==> src/cls_pkg.sv <==
package cls_pkg;
  // Clock and time base
  localparam int unsigned CLK_PERIOD_NS = 10;
  localparam int unsigned TENTH_SEC_NS = 100_000_000;
  localparam int unsigned TENTH_CYCLES = TENTH_SEC_NS / CLK_PERIOD_NS;
  localparam int unsigned PRE_W = 24;

  // Fieldbus profile codes
  localparam logic [3:0] PROFILE_INACTIVE = 4'h0;
  localparam logic [3:0] PROFILE_MAX = 4'hD;
  localparam logic [3:0] PROFILE_MODBUS_LAST = 4'h9;
  localparam logic [3:0] PROFILE_DRIVE = 4'hA;
  localparam logic [3:0] PROFILE_ETH_FIRST = 4'hB;
  localparam logic [3:0] PROFILE_RESET = 4'h0;
  localparam logic [3:0] IO_GROUP = 4'h3;

  // Serial format codes
  localparam logic [3:0] FORMAT_UNUSED = 4'h0;
  localparam logic [3:0] FORMAT_MAX = 4'h9;
  localparam logic [3:0] FORMAT_RESET = 4'h7;

  // Loss action codes
  localparam logic [2:0] ACT_RUN_STOP = 3'h0;
  localparam logic [2:0] ACT_GEN_ENABLE = 3'h1;
  localparam logic [2:0] ACT_NONE = 3'h2;
  localparam logic [2:0] ACT_LOCAL = 3'h3;
  localparam logic [2:0] ACT_RESERVED = 3'h4;
  localparam logic [2:0] ACT_FAULT = 3'h5;
  localparam logic [2:0] ACT_RESET = 3'h0;

  // Serial timeout in tenths of a second
  localparam logic [13:0] TIMEOUT_MAX = 14'h2706;
  localparam logic [13:0] TIMEOUT_RESET = 14'h0000;

  // Thermal relay link
  localparam logic [1:0] RELAY_SEL_PANEL = 2'h0;
  localparam logic [1:0] RELAY_SEL_MAX = 2'h2;
  localparam logic [1:0] RELAY_SEL_RESET = 2'h0;
  localparam logic [13:0] RELAY_TIMEOUT_TENTHS = 14'h000A;

  // Station address
  localparam logic [4:0] ADDR_MIN = 5'h01;
  localparam logic [4:0] ADDR_MAX = 5'h1E;
  localparam logic [4:0] ADDR_RESET = 5'h01;
  localparam logic [4:0] ADDR_BROADCAST = 5'h00;

  typedef enum logic [2:0] {
    CLS_NET_NONE,
    CLS_NET_PROFIBUS,
    CLS_NET_DEVICENET,
    CLS_NET_MODBUS,
    CLS_NET_DRIVE_PROFILE,
    CLS_NET_ETHERNET
  } cls_net_e;
endpackage

==> src/cls_timer_if.sv <==
`timescale 1ns/1ps
`default_nettype none
interface cls_timer_if;
  logic restart;
  logic [13:0] limit;
  logic expired;
  modport owner (output restart, output limit, input expired);
  modport timer (input restart, input limit, output expired);
endinterface
`default_nettype wire

==> src/cls_supervisor.sv <==
// How it works
// - Profile code 0..13, 0 inactive, selects network
// - Codes 11..13 are Ethernet, 2/4/6 words
// - Format 1..9: Modbus-RTU, baud groups, parity cycles
// - Format accepts 0..9, resets to 7
// - Separate alarms: serial, fieldbus link, card, boards
// - Loss action code picks stop, enable, local, fault
// - Serial silence past timeout raises alarm, acts
// - Zero timeout disables watchdog, default zero
// - Serial action only with serial command source
// - Profile, format, timeout change only motor stopped
// - Relay link selector 0..2, default panel
// - Relay silence disables drive output
// - Station address 1..30, default 1
`timescale 1ns/1ps
`default_nettype none
module cls_supervisor #(
  parameter int unsigned TICK_CYCLES = cls_pkg::TENTH_CYCLES
) (
  // Clock and reset
  input wire logic sys_clk,
  input wire logic srst,
  // Setting writes, each with its own strobe
  input wire logic wr_profile,
  input wire logic wr_format,
  input wire logic wr_timeout,
  input wire logic wr_action,
  input wire logic wr_relay_sel,
  input wire logic wr_address,
  input wire logic [3:0] wr_data_code,
  input wire logic [13:0] wr_data_timeout,
  input wire logic [4:0] wr_data_address,
  // Drive state
  input wire logic motor_running,
  input wire logic cmd_source_serial,
  input wire logic comm_fault_reset,
  // Serial receiver and relay poller, same clock
  input wire logic telegram_valid,
  input wire logic [4:0] telegram_address,
  input wire logic relay_reply_valid,
  // Pins, asynchronous
  input wire logic fieldbus_link_ok,
  input wire logic fieldbus_card_active,
  input wire logic board_link_ok,
  // Settings readback
  output logic [3:0] fieldbus_profile_select,
  output logic [3:0] serial_format_select,
  output logic [13:0] serial_timeout,
  output logic [2:0] comm_loss_action,
  output logic [1:0] thermal_relay_link_select,
  output logic [4:0] serial_station_address,
  output logic cfg_reject,
  // Decoded configuration
  output cls_pkg::cls_net_e net_type,
  output logic [2:0] io_words,
  output logic serial_enable,
  output logic [1:0] serial_baud_sel,
  output logic [1:0] serial_parity_sel,
  // Alarms and actions
  output logic serial_silence_alarm,
  output logic fieldbus_link_alarm,
  output logic fieldbus_card_alarm,
  output logic board_link_alarm,
  output logic relay_timeout_alarm,
  output logic run_stop_disable,
  output logic gen_enable_drop,
  output logic go_local,
  output logic comm_fault,
  output logic output_disable
);
  import cls_pkg::*;

  function automatic cls_net_e net_of(input logic [3:0] code);
    if (code == PROFILE_INACTIVE || code > PROFILE_MAX) return CLS_NET_NONE;
    if (code == PROFILE_DRIVE) return CLS_NET_DRIVE_PROFILE;
    if (code >= PROFILE_ETH_FIRST) return CLS_NET_ETHERNET;
    case ((code - 4'h1) / IO_GROUP)
      4'h0: return CLS_NET_PROFIBUS;
      4'h1: return CLS_NET_DEVICENET;
      default: return CLS_NET_MODBUS;
    endcase
  endfunction

  // Position within a group of three: selects 2, 4 or 6 words or parity
  function automatic logic [1:0] slot_of(input logic [3:0] code);
    if (code >= PROFILE_ETH_FIRST) return 2'(code - PROFILE_ETH_FIRST);
    return 2'((code - 4'h1) % IO_GROUP);
  endfunction

  // Synchronisers for the three pins
  logic [2:0] pin_s1_r, pin_s2_r;
  genvar gi;
  generate
    for (gi = 0; gi < 3; gi++) begin : g_sync
      always_ff @(posedge sys_clk) begin
        if (srst) begin
          pin_s1_r[gi] <= 1'b1;
          pin_s2_r[gi] <= 1'b1;
        end else begin
          pin_s1_r[gi] <= (gi == 0) ? fieldbus_link_ok :
                          (gi == 1) ? fieldbus_card_active : board_link_ok;
          pin_s2_r[gi] <= pin_s1_r[gi];
        end
      end
    end
  endgenerate

  // Settings
  logic [3:0] profile_r, profile_nxt, format_r, format_nxt;
  logic [13:0] timeout_r, timeout_nxt;
  logic [2:0] action_r, action_nxt;
  logic [1:0] relay_sel_r, relay_sel_nxt;
  logic [4:0] addr_r, addr_nxt;
  logic reject_r, reject_nxt;

  always_comb begin
    profile_nxt = profile_r;
    format_nxt = format_r;
    timeout_nxt = timeout_r;
    action_nxt = action_r;
    relay_sel_nxt = relay_sel_r;
    addr_nxt = addr_r;
    reject_nxt = 1'b0;
    if (wr_profile) begin
      if (!motor_running && wr_data_code <= PROFILE_MAX)
        profile_nxt = wr_data_code;
      else
        reject_nxt = 1'b1;
    end
    if (wr_format) begin
      if (!motor_running && wr_data_code <= FORMAT_MAX)
        format_nxt = wr_data_code;
      else
        reject_nxt = 1'b1;
    end
    if (wr_timeout) begin
      if (!motor_running && wr_data_timeout <= TIMEOUT_MAX)
        timeout_nxt = wr_data_timeout;
      else
        reject_nxt = 1'b1;
    end
    if (wr_action) begin
      // Reserved code is refused so no undefined reaction can be armed
      if (wr_data_code <= 4'(ACT_FAULT) && wr_data_code != 4'(ACT_RESERVED))
        action_nxt = 3'(wr_data_code);
      else
        reject_nxt = 1'b1;
    end
    if (wr_relay_sel) begin
      if (wr_data_code <= 4'(RELAY_SEL_MAX))
        relay_sel_nxt = 2'(wr_data_code);
      else
        reject_nxt = 1'b1;
    end
    if (wr_address) begin
      if (wr_data_address >= ADDR_MIN && wr_data_address <= ADDR_MAX)
        addr_nxt = wr_data_address;
      else
        reject_nxt = 1'b1;
    end
  end

  always_ff @(posedge sys_clk) begin
    if (srst) begin
      profile_r <= PROFILE_RESET;
      format_r <= FORMAT_RESET;
      timeout_r <= TIMEOUT_RESET;
      action_r <= ACT_RESET;
      relay_sel_r <= RELAY_SEL_RESET;
      addr_r <= ADDR_RESET;
      reject_r <= 1'b0;
    end else begin
      profile_r <= profile_nxt;
      format_r <= format_nxt;
      timeout_r <= timeout_nxt;
      action_r <= action_nxt;
      relay_sel_r <= relay_sel_nxt;
      addr_r <= addr_nxt;
      reject_r <= reject_nxt;
    end
  end

  // Watchdog timers
  cls_timer_if serial_tif ();
  cls_timer_if relay_tif ();
  logic addressed;

  // Broadcast telegrams also prove the master is alive
  assign addressed = telegram_valid &&
    (telegram_address == addr_r || telegram_address == ADDR_BROADCAST);
  assign serial_tif.restart = addressed || wr_timeout;
  assign serial_tif.limit = timeout_r;
  // Relay polling by the relay link itself; 2400 even framing is its own
  assign relay_tif.restart = relay_reply_valid;
  assign relay_tif.limit = (relay_sel_r == RELAY_SEL_PANEL) ? 14'h0000 :
                           RELAY_TIMEOUT_TENTHS;

  cls_timer #(.TICK_CYCLES(TICK_CYCLES)) u_serial_timer (
    .sys_clk(sys_clk),
    .srst(srst),
    .tif(serial_tif)
  );

  cls_timer #(.TICK_CYCLES(TICK_CYCLES)) u_relay_timer (
    .sys_clk(sys_clk),
    .srst(srst),
    .tif(relay_tif)
  );

  // Alarms, decode and actions
  cls_net_e net_r, net_nxt;
  logic [2:0] io_r, io_nxt;
  logic ser_en_r, ser_en_nxt;
  logic [1:0] baud_r, baud_nxt, parity_r, parity_nxt;
  logic [4:0] alarm_r, alarm_nxt;
  logic [2:0] act_r, act_nxt;
  logic fault_r, fault_nxt, odis_r, odis_nxt, loss;

  always_comb begin
    net_nxt = net_of(profile_r);
    io_nxt = '0;
    if (net_nxt != CLS_NET_NONE && net_nxt != CLS_NET_DRIVE_PROFILE)
      io_nxt = 3'({slot_of(profile_r), 1'b0} + 3'h2);
    ser_en_nxt = format_r != FORMAT_UNUSED;
    baud_nxt = ser_en_nxt ? 2'((format_r - 4'h1) / IO_GROUP) : 2'h0;
    parity_nxt = ser_en_nxt ? slot_of(format_r) : 2'h0;
    alarm_nxt[0] = serial_tif.expired;
    alarm_nxt[1] = profile_r != PROFILE_INACTIVE && !pin_s2_r[0];
    alarm_nxt[2] = profile_r != PROFILE_INACTIVE && !pin_s2_r[1];
    alarm_nxt[3] = !pin_s2_r[2];
    alarm_nxt[4] = relay_tif.expired;
    loss = (alarm_r[0] && cmd_source_serial) || (|alarm_r[3:1]);
    act_nxt[0] = loss && action_r == ACT_RUN_STOP;
    act_nxt[1] = loss && action_r == ACT_GEN_ENABLE;
    act_nxt[2] = loss && action_r == ACT_LOCAL;
    // A latched fault survives the link coming back; a new loss beats reset
    fault_nxt = fault_r && !comm_fault_reset;
    if (loss && action_r == ACT_FAULT)
      fault_nxt = 1'b1;
    odis_nxt = alarm_r[4];
  end

  always_ff @(posedge sys_clk) begin
    if (srst) begin
      net_r <= CLS_NET_NONE;
      io_r <= '0;
      ser_en_r <= 1'b0;
      baud_r <= '0;
      parity_r <= '0;
      alarm_r <= '0;
      act_r <= '0;
      fault_r <= 1'b0;
      odis_r <= 1'b0;
    end else begin
      net_r <= net_nxt;
      io_r <= io_nxt;
      ser_en_r <= ser_en_nxt;
      baud_r <= baud_nxt;
      parity_r <= parity_nxt;
      alarm_r <= alarm_nxt;
      act_r <= act_nxt;
      fault_r <= fault_nxt;
      odis_r <= odis_nxt;
    end
  end

  assign fieldbus_profile_select = profile_r;
  assign serial_format_select = format_r;
  assign serial_timeout = timeout_r;
  assign comm_loss_action = action_r;
  assign thermal_relay_link_select = relay_sel_r;
  assign serial_station_address = addr_r;
  assign cfg_reject = reject_r;
  assign net_type = net_r;
  assign io_words = io_r;
  assign serial_enable = ser_en_r;
  assign serial_baud_sel = baud_r;
  assign serial_parity_sel = parity_r;
  assign serial_silence_alarm = alarm_r[0];
  assign fieldbus_link_alarm = alarm_r[1];
  assign fieldbus_card_alarm = alarm_r[2];
  assign board_link_alarm = alarm_r[3];
  assign relay_timeout_alarm = alarm_r[4];
  assign run_stop_disable = act_r[0];
  assign gen_enable_drop = act_r[1];
  assign go_local = act_r[2];
  assign comm_fault = fault_r;
  assign output_disable = odis_r;

  chk_format_reset_val: assert property (@(posedge sys_clk)
    $past(srst) && !srst |-> format_r == FORMAT_RESET && timeout_r == '0)
    else $error("format or timeout wrong after reset");
  chk_profile_in_range: assert property (@(posedge sys_clk)
    disable iff (srst) profile_r <= PROFILE_MAX && format_r <= FORMAT_MAX)
    else $error("profile or format out of range");
  chk_running_no_change: assert property (@(posedge sys_clk)
    disable iff (srst) motor_running && (wr_profile || wr_format ||
    wr_timeout) |=> $stable(profile_r) && $stable(format_r) &&
    $stable(timeout_r) && cfg_reject)
    else $error("setting changed while motor running");
  chk_eth_words: assert property (@(posedge sys_clk)
    disable iff (srst) profile_r == PROFILE_ETH_FIRST && $stable(profile_r)
    |=> net_type == CLS_NET_ETHERNET && io_words == 3'h2)
    else $error("ethernet decode wrong");
  chk_zero_timeout_quiet: assert property (@(posedge sys_clk)
    disable iff (srst) timeout_r == '0 && $past(timeout_r) == '0 &&
    $past(timeout_r, 2) == '0 |-> !serial_silence_alarm)
    else $error("serial alarm with watchdog disabled");
  chk_telegram_clears: assert property (@(posedge sys_clk)
    disable iff (srst) addressed |-> ##2 !serial_silence_alarm)
    else $error("valid telegram did not clear alarm");
  chk_serial_source_gate: assert property (@(posedge sys_clk)
    disable iff (srst) serial_silence_alarm && !cmd_source_serial &&
    !(|alarm_r[3:1]) && action_r == ACT_RUN_STOP |=> !run_stop_disable)
    else $error("serial action without serial source");
  chk_silence_acts: assert property (@(posedge sys_clk)
    disable iff (srst) serial_silence_alarm && cmd_source_serial &&
    action_r == ACT_LOCAL |=> go_local)
    else $error("serial silence did not act");
  chk_fault_latched: assert property (@(posedge sys_clk)
    disable iff (srst) comm_fault && !comm_fault_reset |=> comm_fault)
    else $error("fault dropped without reset");
  chk_relay_disable: assert property (@(posedge sys_clk)
    disable iff (srst) relay_timeout_alarm |=> output_disable)
    else $error("relay silence did not disable output");
  chk_addr_range: assert property (@(posedge sys_clk)
    disable iff (srst) addr_r >= ADDR_MIN && addr_r <= ADDR_MAX)
    else $error("station address out of range");
  chk_card_alarm: assert property (@(posedge sys_clk)
    disable iff (srst) fieldbus_card_alarm |-> $past(profile_r) != '0)
    else $error("card alarm with fieldbus inactive");
endmodule
`default_nettype wire

==> src/cls_timer.sv <==
`timescale 1ns/1ps
`default_nettype none
module cls_timer #(
  parameter int unsigned TICK_CYCLES = cls_pkg::TENTH_CYCLES
) (
  // Clock and reset
  input wire logic sys_clk,
  input wire logic srst,
  // Control
  cls_timer_if.timer tif
);
  import cls_pkg::*;

  localparam logic [PRE_W-1:0] PRE_LAST = PRE_W'(TICK_CYCLES - 1);

  logic [PRE_W-1:0] pre_r, pre_nxt;
  logic [13:0] tenths_r, tenths_nxt;
  logic expired_r, expired_nxt;

  always_comb begin
    pre_nxt = pre_r;
    tenths_nxt = tenths_r;
    expired_nxt = expired_r;
    // A zero limit holds the timer idle and never expires
    if (tif.restart || tif.limit == '0) begin
      pre_nxt = '0;
      tenths_nxt = '0;
      expired_nxt = 1'b0;
    end else if (!expired_r) begin
      if (pre_r == PRE_LAST) begin
        pre_nxt = '0;
        if (tenths_r + 14'h0001 >= tif.limit) begin
          expired_nxt = 1'b1;
        end else begin
          tenths_nxt = tenths_r + 14'h0001;
        end
      end else begin
        pre_nxt = pre_r + PRE_W'(1);
      end
    end
  end

  always_ff @(posedge sys_clk) begin
    if (srst) begin
      pre_r <= '0;
      tenths_r <= '0;
      expired_r <= 1'b0;
    end else begin
      pre_r <= pre_nxt;
      tenths_r <= tenths_nxt;
      expired_r <= expired_nxt;
    end
  end

  assign tif.expired = expired_r;

  chk_restart_clears: assert property (@(posedge sys_clk) disable iff (srst)
    tif.restart |=> !expired_r)
    else $error("timer still expired after restart");
endmodule
`default_nettype wire

==> config.mk <==
export PLATFORM = sky130hd
export DESIGN_NAME = cls_supervisor
export DESIGN_NICKNAME = d
export VERILOG_FILES = /design/src/cls_pkg.sv /design/src/cls_timer_if.sv /design/src/cls_supervisor.sv /design/src/cls_timer.sv
export SDC_FILE = /design/constraint.sdc
export NUM_CORES = 1
export LEC_CHECK = 0
export BUFFER_PORTS_ARGS = -buffer_cell sky130_fd_sc_hd__buf_2
export CORE_UTILIZATION = 30
export DETAILED_ROUTE_END_ITERATION = 8
export GPL_TIMING_DRIVEN = 0
export PLACE_DENSITY_LB_ADDON = 0.05
export SLEW_MARGIN = 20
export SYNTH_ARGS = -nofsm -noshare
export SYNTH_HDL_FRONTEND = slang
export SYNTH_SLANG_ARGS = --single-unit
==> constraint.sdc <==
create_clock -name sys_clk -period 3.05 [get_ports sys_clk]
set_clock_uncertainty 0.05 [all_clocks]
set_input_delay 0.305 -clock sys_clk [delete_from_list [all_inputs] [get_ports sys_clk]]
set_output_delay 0.305 -clock sys_clk [all_outputs]
set_load 0.03 [all_outputs]
## Word-level counts from Yosys, hierarchy flattened

Index checks and enable logic that the tools add are counted.
Widths: inputs -> output; s select.

| word-level totals | value |
|---|---|
| flip-flop bits (word level) | 138 |
| bits of input ports | 44 |
| output and inout port bits | 54 |
| logic and storage cells | 160 |

| cells by class | value |
|---|---|
| $add $sub $neg | 9 |
| divide/modulo/power cells | 4 |
| $lt $le $gt $ge | 12 |
| equality and inequality tests | 10 |
| muxes and demuxes | 42 |
| bitwise gates (word level) | 6 |
| reduce and logical (&&, ||, !) cells | 49 |

Operators by type and width:

| cell | count |
|---|---|
| $add 24x1->24 const B | 2 |
| $eq 24x24->1 const B | 2 |
| $mux 24 | 2 |
| $add 14x1->14 const B | 2 |
| $logic_not 14->1 | 2 |
| $mux 1 | 27 |
| $mux 3 | 6 |
| $logic_and 1x1->1 | 15 |
| $ge 14x14->1 | 1 |
| $ge 14x4->1 | 1 |
| $le 14x14->1 const B | 1 |
| $reduce_and 2->1 | 6 |
| $mux 2 | 5 |
| $div 4x2->4 const B | 2 |
| $ge 4x4->1 const B | 2 |
| $le 4x4->1 const B | 2 |
| $logic_not 4->1 | 2 |
| $mod 4x2->4 const B | 2 |
| $reduce_bool 4->1 | 2 |
| $reduce_or 2->1 | 4 |
| $sub 4x1->4 const B | 2 |
| $logic_or 1x1->1 | 6 |
| $not 1->1 | 6 |
| $reduce_and 3->1 | 2 |
| 23 further kinds | 28 |

## Longest topological paths before layout

| depth | value |
|---|---|
| depth in word-level cells | 15 |
| mapped depth | 17 |

## Modules after synthesis

A second synthesis with hierarchy kept.

| unflattened totals | value |
|---|---|
| cell total of the unflattened synthesis | 871 |
| area total of the unflattened synthesis | 7337.0 µm² |

Modules (own cells, without submodules):

| module | instances | cells each | area an instance (µm²) |
|---|---|---|---|
| cls_timer | 2 | 274 | 2248.4 |
| cls_supervisor | 1 | 323 | 2840.2 |

## Worst setup path after synthesis

No wires, ideal clock.

| timing path | value |
|---|---|
| path kind | flip-flop to flip-flop |
| start point | register profile_r[0], in the netlist fieldbus_profile_select[0] |
| end point | register io_r[2], in the netlist io_words[2] |
| setup time | 130 ps |
| arrival time | 3186 ps |
| setup slack | -315 ps |
| stages on the path, launching flop included | 18 |
| path buffers | 2 |
| cell sequence | dfxtp_1 -> clkbuf_1 -> inv_1 -> ha_1 -> clkbuf_1 -> nand2b_1 -> o22ai_1 -> ha_1 -> inv_1 -> ha_1 -> o311a_1 -> xnor2_1 -> ha_1 -> nor2b_1 -> a32o_1 -> a31oi_1 -> and4_1 -> nor3_1 |

| between the ends | value |
|---|---|
| cells in the longest elaborated chain, start to end | 11 |
| elaborated cells between the ends (all ways) | 33 |
| classes of those cells | add/sub: 3; div: 2; order compare: 2; eq/ne: 3; mux: 16; bitwise: 1; reduce/logical: 6 |

RTL lines:

| item | line | RTL |
|---|---|---|
| start: declaration | cls_supervisor.sv:109 | `logic [3:0] profile_r, profile_nxt, format_r, format_nxt;` |
| start signal: assignment | cls_supervisor.sv:173 | `profile_r <= profile_nxt;` |
| $sub 4x1->4 / $ge 4x4->1 (equally long branches) | -- |  |
| $div 4x2->4 / $mux 1 (equally long branches) | cls_supervisor.sv:77, cls_supervisor.sv:76, cls_supervisor.sv:86 |  |
| $eq 4x1->1 (tied with other cells) | cls_supervisor.sv:77 | `case ((code - 4'h1) / IO_GROUP)` |
| $pmux 2 s2 / $mux 1 (equally long branches) | cls_supervisor.sv:77, cls_supervisor.sv:75 |  |
| $mux 3 | cls_supervisor.sv:77 |  |
| $mux 3 | cls_supervisor.sv:76 | `if (code >= PROFILE_ETH_FIRST) return CLS_NET_ETHERNET;` |
| $mux 3 | cls_supervisor.sv:75 | `if (code == PROFILE_DRIVE) return CLS_NET_DRIVE_PROFILE;` |
| $ne 3x3->1 / $reduce_bool 3->1 (equally long branches) | cls_supervisor.sv:222 | `if (net_nxt != CLS_NET_NONE && net_nxt != CLS_NET_DRIVE_PROFILE)` |
| $logic_and 1x1->1 | cls_supervisor.sv:222 |  |
| $not 1->1 (no source line) | -- |  |
| $reduce_or 2->1 (no source line) | -- |  |
| end signal: assignment | cls_supervisor.sv:256 | `io_r <= io_nxt;` |
| end: declaration | cls_supervisor.sv:212 | `logic [2:0] io_r, io_nxt;` |

Parallel ways exist; a longest one is shown, timed or not. The select of a mux whose other input is x is not followed.
A chain may end at the register's enable or synchronous reset.

## Worst setup path in the final report

| timing path | value |
|---|---|
| start point | register u_serial_timer.tenths_r[1] |
| end point | register u_serial_timer.tenths_r[13] |

| between the ends | value |
|---|---|
| cells in the longest elaborated chain, start to end | 4 |

RTL lines:

| item | line | RTL |
|---|---|---|
| start: declaration | cls_timer.sv:17 | `logic [13:0] tenths_r, tenths_nxt;` |
| start signal: assignment | cls_timer.sv:50 | `tenths_r <= tenths_nxt;` |
| $add 14x1->14 * | cls_timer.sv:32, cls_timer.sv:35 |  |
| $ge 14x14->1 | cls_timer.sv:32 | `if (tenths_r + 14'h0001 >= tif.limit) begin` |
| $not 1->1 (no source line) | -- |  |
| $reduce_and 3->1 (no source line) | -- |  |

Mark *: on every way between the ends. The rest lies on a longest branch, timed or not.

==> impl_metrics.ini <==
[status]
status = finished clean

[floorplanning]
core-area_um2 = 23500
die_w_um = 157
dieHeight_um = 157
start_util_pct = 30.5
pin_count = 98
die_area_um2 = 24500
placementRows = 56

[finish]
area_growth_pct = 28.1
layout.nets = 1038
drive_above_1_share_pct = 23.6
final_core_util_pct = 39.1
fillCellCount = 2433

[critical_path]
startpoint = u_serial_timer.tenths_r[1]$_SDFFE_PP0P_
cpPeakStageDelay_ns = 0.39
end_kind = register
cp_max_fo = 6
r2r_setup_slack_ns = 0.02
critical_path_class = register to register
rr_startpoint = u_serial_timer.tenths_r[1]$_SDFFE_PP0P_
cp.required_ns = 3.35
crit_arrival_ns = 3.33
crit_top_cell = nand3_4
path_cells = nand3_4 -> nor4_4 -> and3_4 -> nand3_4 -> xnor2_4 -> ha_4 -> a211oi_2 -> nand3_1 -> a311oi_2 -> o21ai_4 -> a2111oi_2 -> mux2i_1
worst_path_max_delay_cell = a2111oi_2
r2r-end = u_serial_timer.tenths_r[13]$_SDFFE_PP0P_
rr_worst_depth = 12
critPathLaunchType = register

[power_and_ir_drop]
ir_drop_uv = 315
leakagePower_nw = 3.65
power_density_nw_per_um2 = 482

[sta]
setup_viol_count_final = 0
fmax_mhz = 330
slew_violations = 0
period_needed_ns = 3.03
rsz0062_at_grt = yes
hold_violations = 0
worst_slack_ns = 0.0156
fin_crit_sh_pct = 99.5
slew_headroom_pct = 51.9
tightest_slew_ns = 0.722
timing.hold.ws_ns = 0.0325

[drt]
drt_iter0_drc = 283
dr.pass1.iters = 4
vias_per_cell = 4.75
post-route-drc-count = 0
finalWirelength_mm = 18.9
dr_total_vias = 6138
postRouteAntennaNets = 0
wire_per_inst_um = 14.6

[min_path]
hold_path_class = input pin to register
whs_path_depth = 2
min_from = board_link_ok
holdPathEnd = pin_s1_r[2]$_SDFF_PP1_

[clock_tree]
clockBufferDepth = 2
cts_sinks = 137
path_clk_slew_ns = 0.06
htree_levels = 4
cts_tree = done
clk_latency_ns = 0.42
cts-root-buf = clkbuf_16
cts-buffers-inserted = 17

[logic_synthesis]
ys_warn_count = 0
syn-num-nets = 916
yosysTopAreaCellShare_pct = 38.2
ys_seq_elements = 137
synth_common_cells = dfxtp_1, nor2_1, nand2_1
synth-seq-area-share_pct = 38.2
ys_async_sr_fraction_pct = 0
synth_cell_type_count = 64
synthCells = 838
synth.cell_area_um2 = 7170
ys_top_cells_by_area = dfxtp_1, ha_1, mux2i_1
yosysTopAreaCell = dfxtp_1
synth-edff-count = 0
postSynthAreaPerCell_um2 = 8.56
synth.most_common_cell = dfxtp_1
synth_flop_cell = dfxtp_1

[placement]
hpwl_mm = 14.0
portBuffers = 94
place_congestion = 0.772
pre_cts_slack_ns = -0.667

[grt]
grt_pass1_vias = 5778
antenna_found_initial = 1
grt-ovfl-total = 0
grt_max_degree = 17
grt_first_pass_wirelength_mm = 30.4
globalRouteTotalUtil_pct = 15.9

[job]
maxCapViolations = 0
-- critical path: cells and delay by family, from the launching register on --
family | cells | cell delay (ns)
compound gates | 4 | 1.03
xor+xnor | 1 | 0.18
fa+ha+maj | 1 | 0.16
flops | 1 | 0.38
mux | 1 | 0.23
simple gates | 5 | 0.93
-- metal layers --
metal | vias up | GRT usage [%] | part of all wire (%)
met4 | 0 | 5.56 | 1.1
met3 | 11 | 3.35 | 4.4
met1 | 2833 | 21.9 | 51
li1 | 3178 | - | -
met2 | 116 | 24.5 | 44
met5 | - | 0 | 0
-- timing repair --
action	in CTS	in global routing
gates resized for setup	55	57
setup endpoints to repair	22	33
hold buffers	0	0
pin swaps	9	16
gates cloned	0	1
buffers inserted	5	5
-- cells in the final DEF, fill, tap and decap left out, drive strengths merged, types with 6 or more instances in the layout --
cell type,Yosys,layout
a2111oi,7,7
o21ai,22,22
a21o,6,6
ha,34,34
and3,15,15
a21oi,29,29
nor4,11,11
and4,6,6
and2,14,14
or2,10,10
nor2,99,99
inv,41,41
clkbuf,28,47
nand2b,21,21
a211oi,6,6
xor2,42,42
mux2i,42,42
buf,1,108
nor3,21,21
nand2,72,72
nor2b,10,10
or4,9,9
xnor2,28,28
a31oi,7,7
dfxtp,137,137
or3,6,6
nand3,39,39
nand4,18,18
-- through the flow --
stage               setup TNS [ns]  instance area, um^2  cells  total power (W)
floorplan                 -0.00919                 7180    838          0.00224
global placement            -21.22                 8050   1251          0.00240
detailed placement           -9.49                 8060   1251          0.00240
CTS                              0                 8840   1286          0.00444
global route                 -1.09                 9190   1291          0.00466
finish                           0                 9190   1292          0.00443
-- flip-flops by register name, summed over array words and instances, names as in the netlist, 3 cells and up --
register                 flops
serial_timeout              14
serial_format_select         4
pin_s1_r                     3
u_relay_timer.tenths_r      14
alarm_r                      5
pin_s2_r                     3
u_serial_timer.pre_r        24
u_serial_timer.tenths_r     14
act_r                        3
net_type                     3
comm_loss_action             3
serial_station_address       5
u_relay_timer.pre_r         24
fieldbus_profile_select      4
-- worst max path at each step --
| stage | end |
|---|---|
| after CTS | io_words[2]$_SDFF_PP0_ |
| after global routing | u_serial_timer.tenths_r[13]$_SDFFE_PP0P_ |
| after detailed placement | u_serial_timer.tenths_r[0]$_SDFFE_PP0P_ |
| after floorplan | u_serial_timer.tenths_r[3]$_SDFFE_PP0P_ |
| final | u_serial_timer.tenths_r[13]$_SDFFE_PP0P_ |
| after global placement | u_serial_timer.tenths_r[12]$_SDFFE_PP0P_ |
-- layout make-up --
class                      instances  area [um^2]  share of cell area (%)
clock buffer                      23          488                    5.31
tap                              319          399                    4.34
multi-input combinational        631         4570                    49.8
buffer                            27          148                    1.61
antenna                            1         2.50                  0.0272
timing repair buffer             105          574                    6.25
inverter                          41          154                    1.67
sequential                       137         2780                    30.2
clock inverter                     8         70.1                   0.763
-- power by group --
part / internal [W] / leakage [nW] / switching [W] / total [W]
Combinational: 0.000234 / 2.26 / 0.000367 / 0.000601
Sequential: 0.00183 / 1.12 / 0.0000350 / 0.00186
Clock: 0.00120 / 0.275 / 0.000772 / 0.00197
-- kinds of logic after synthesis --
logic type / after synthesis / synth area share (%)
xor+xnor: 70 / 8.55
mux: 42 / 5.86
flops: 137 / 38.2
other cells: 1 / 0.0523
simple gates: 377 / 27.4
compound gates: 107 / 10.1
fa+ha+maj: 34 / 5.93
buf+inv: 70 / 3.86
Power figures use the tool's default switching activity.
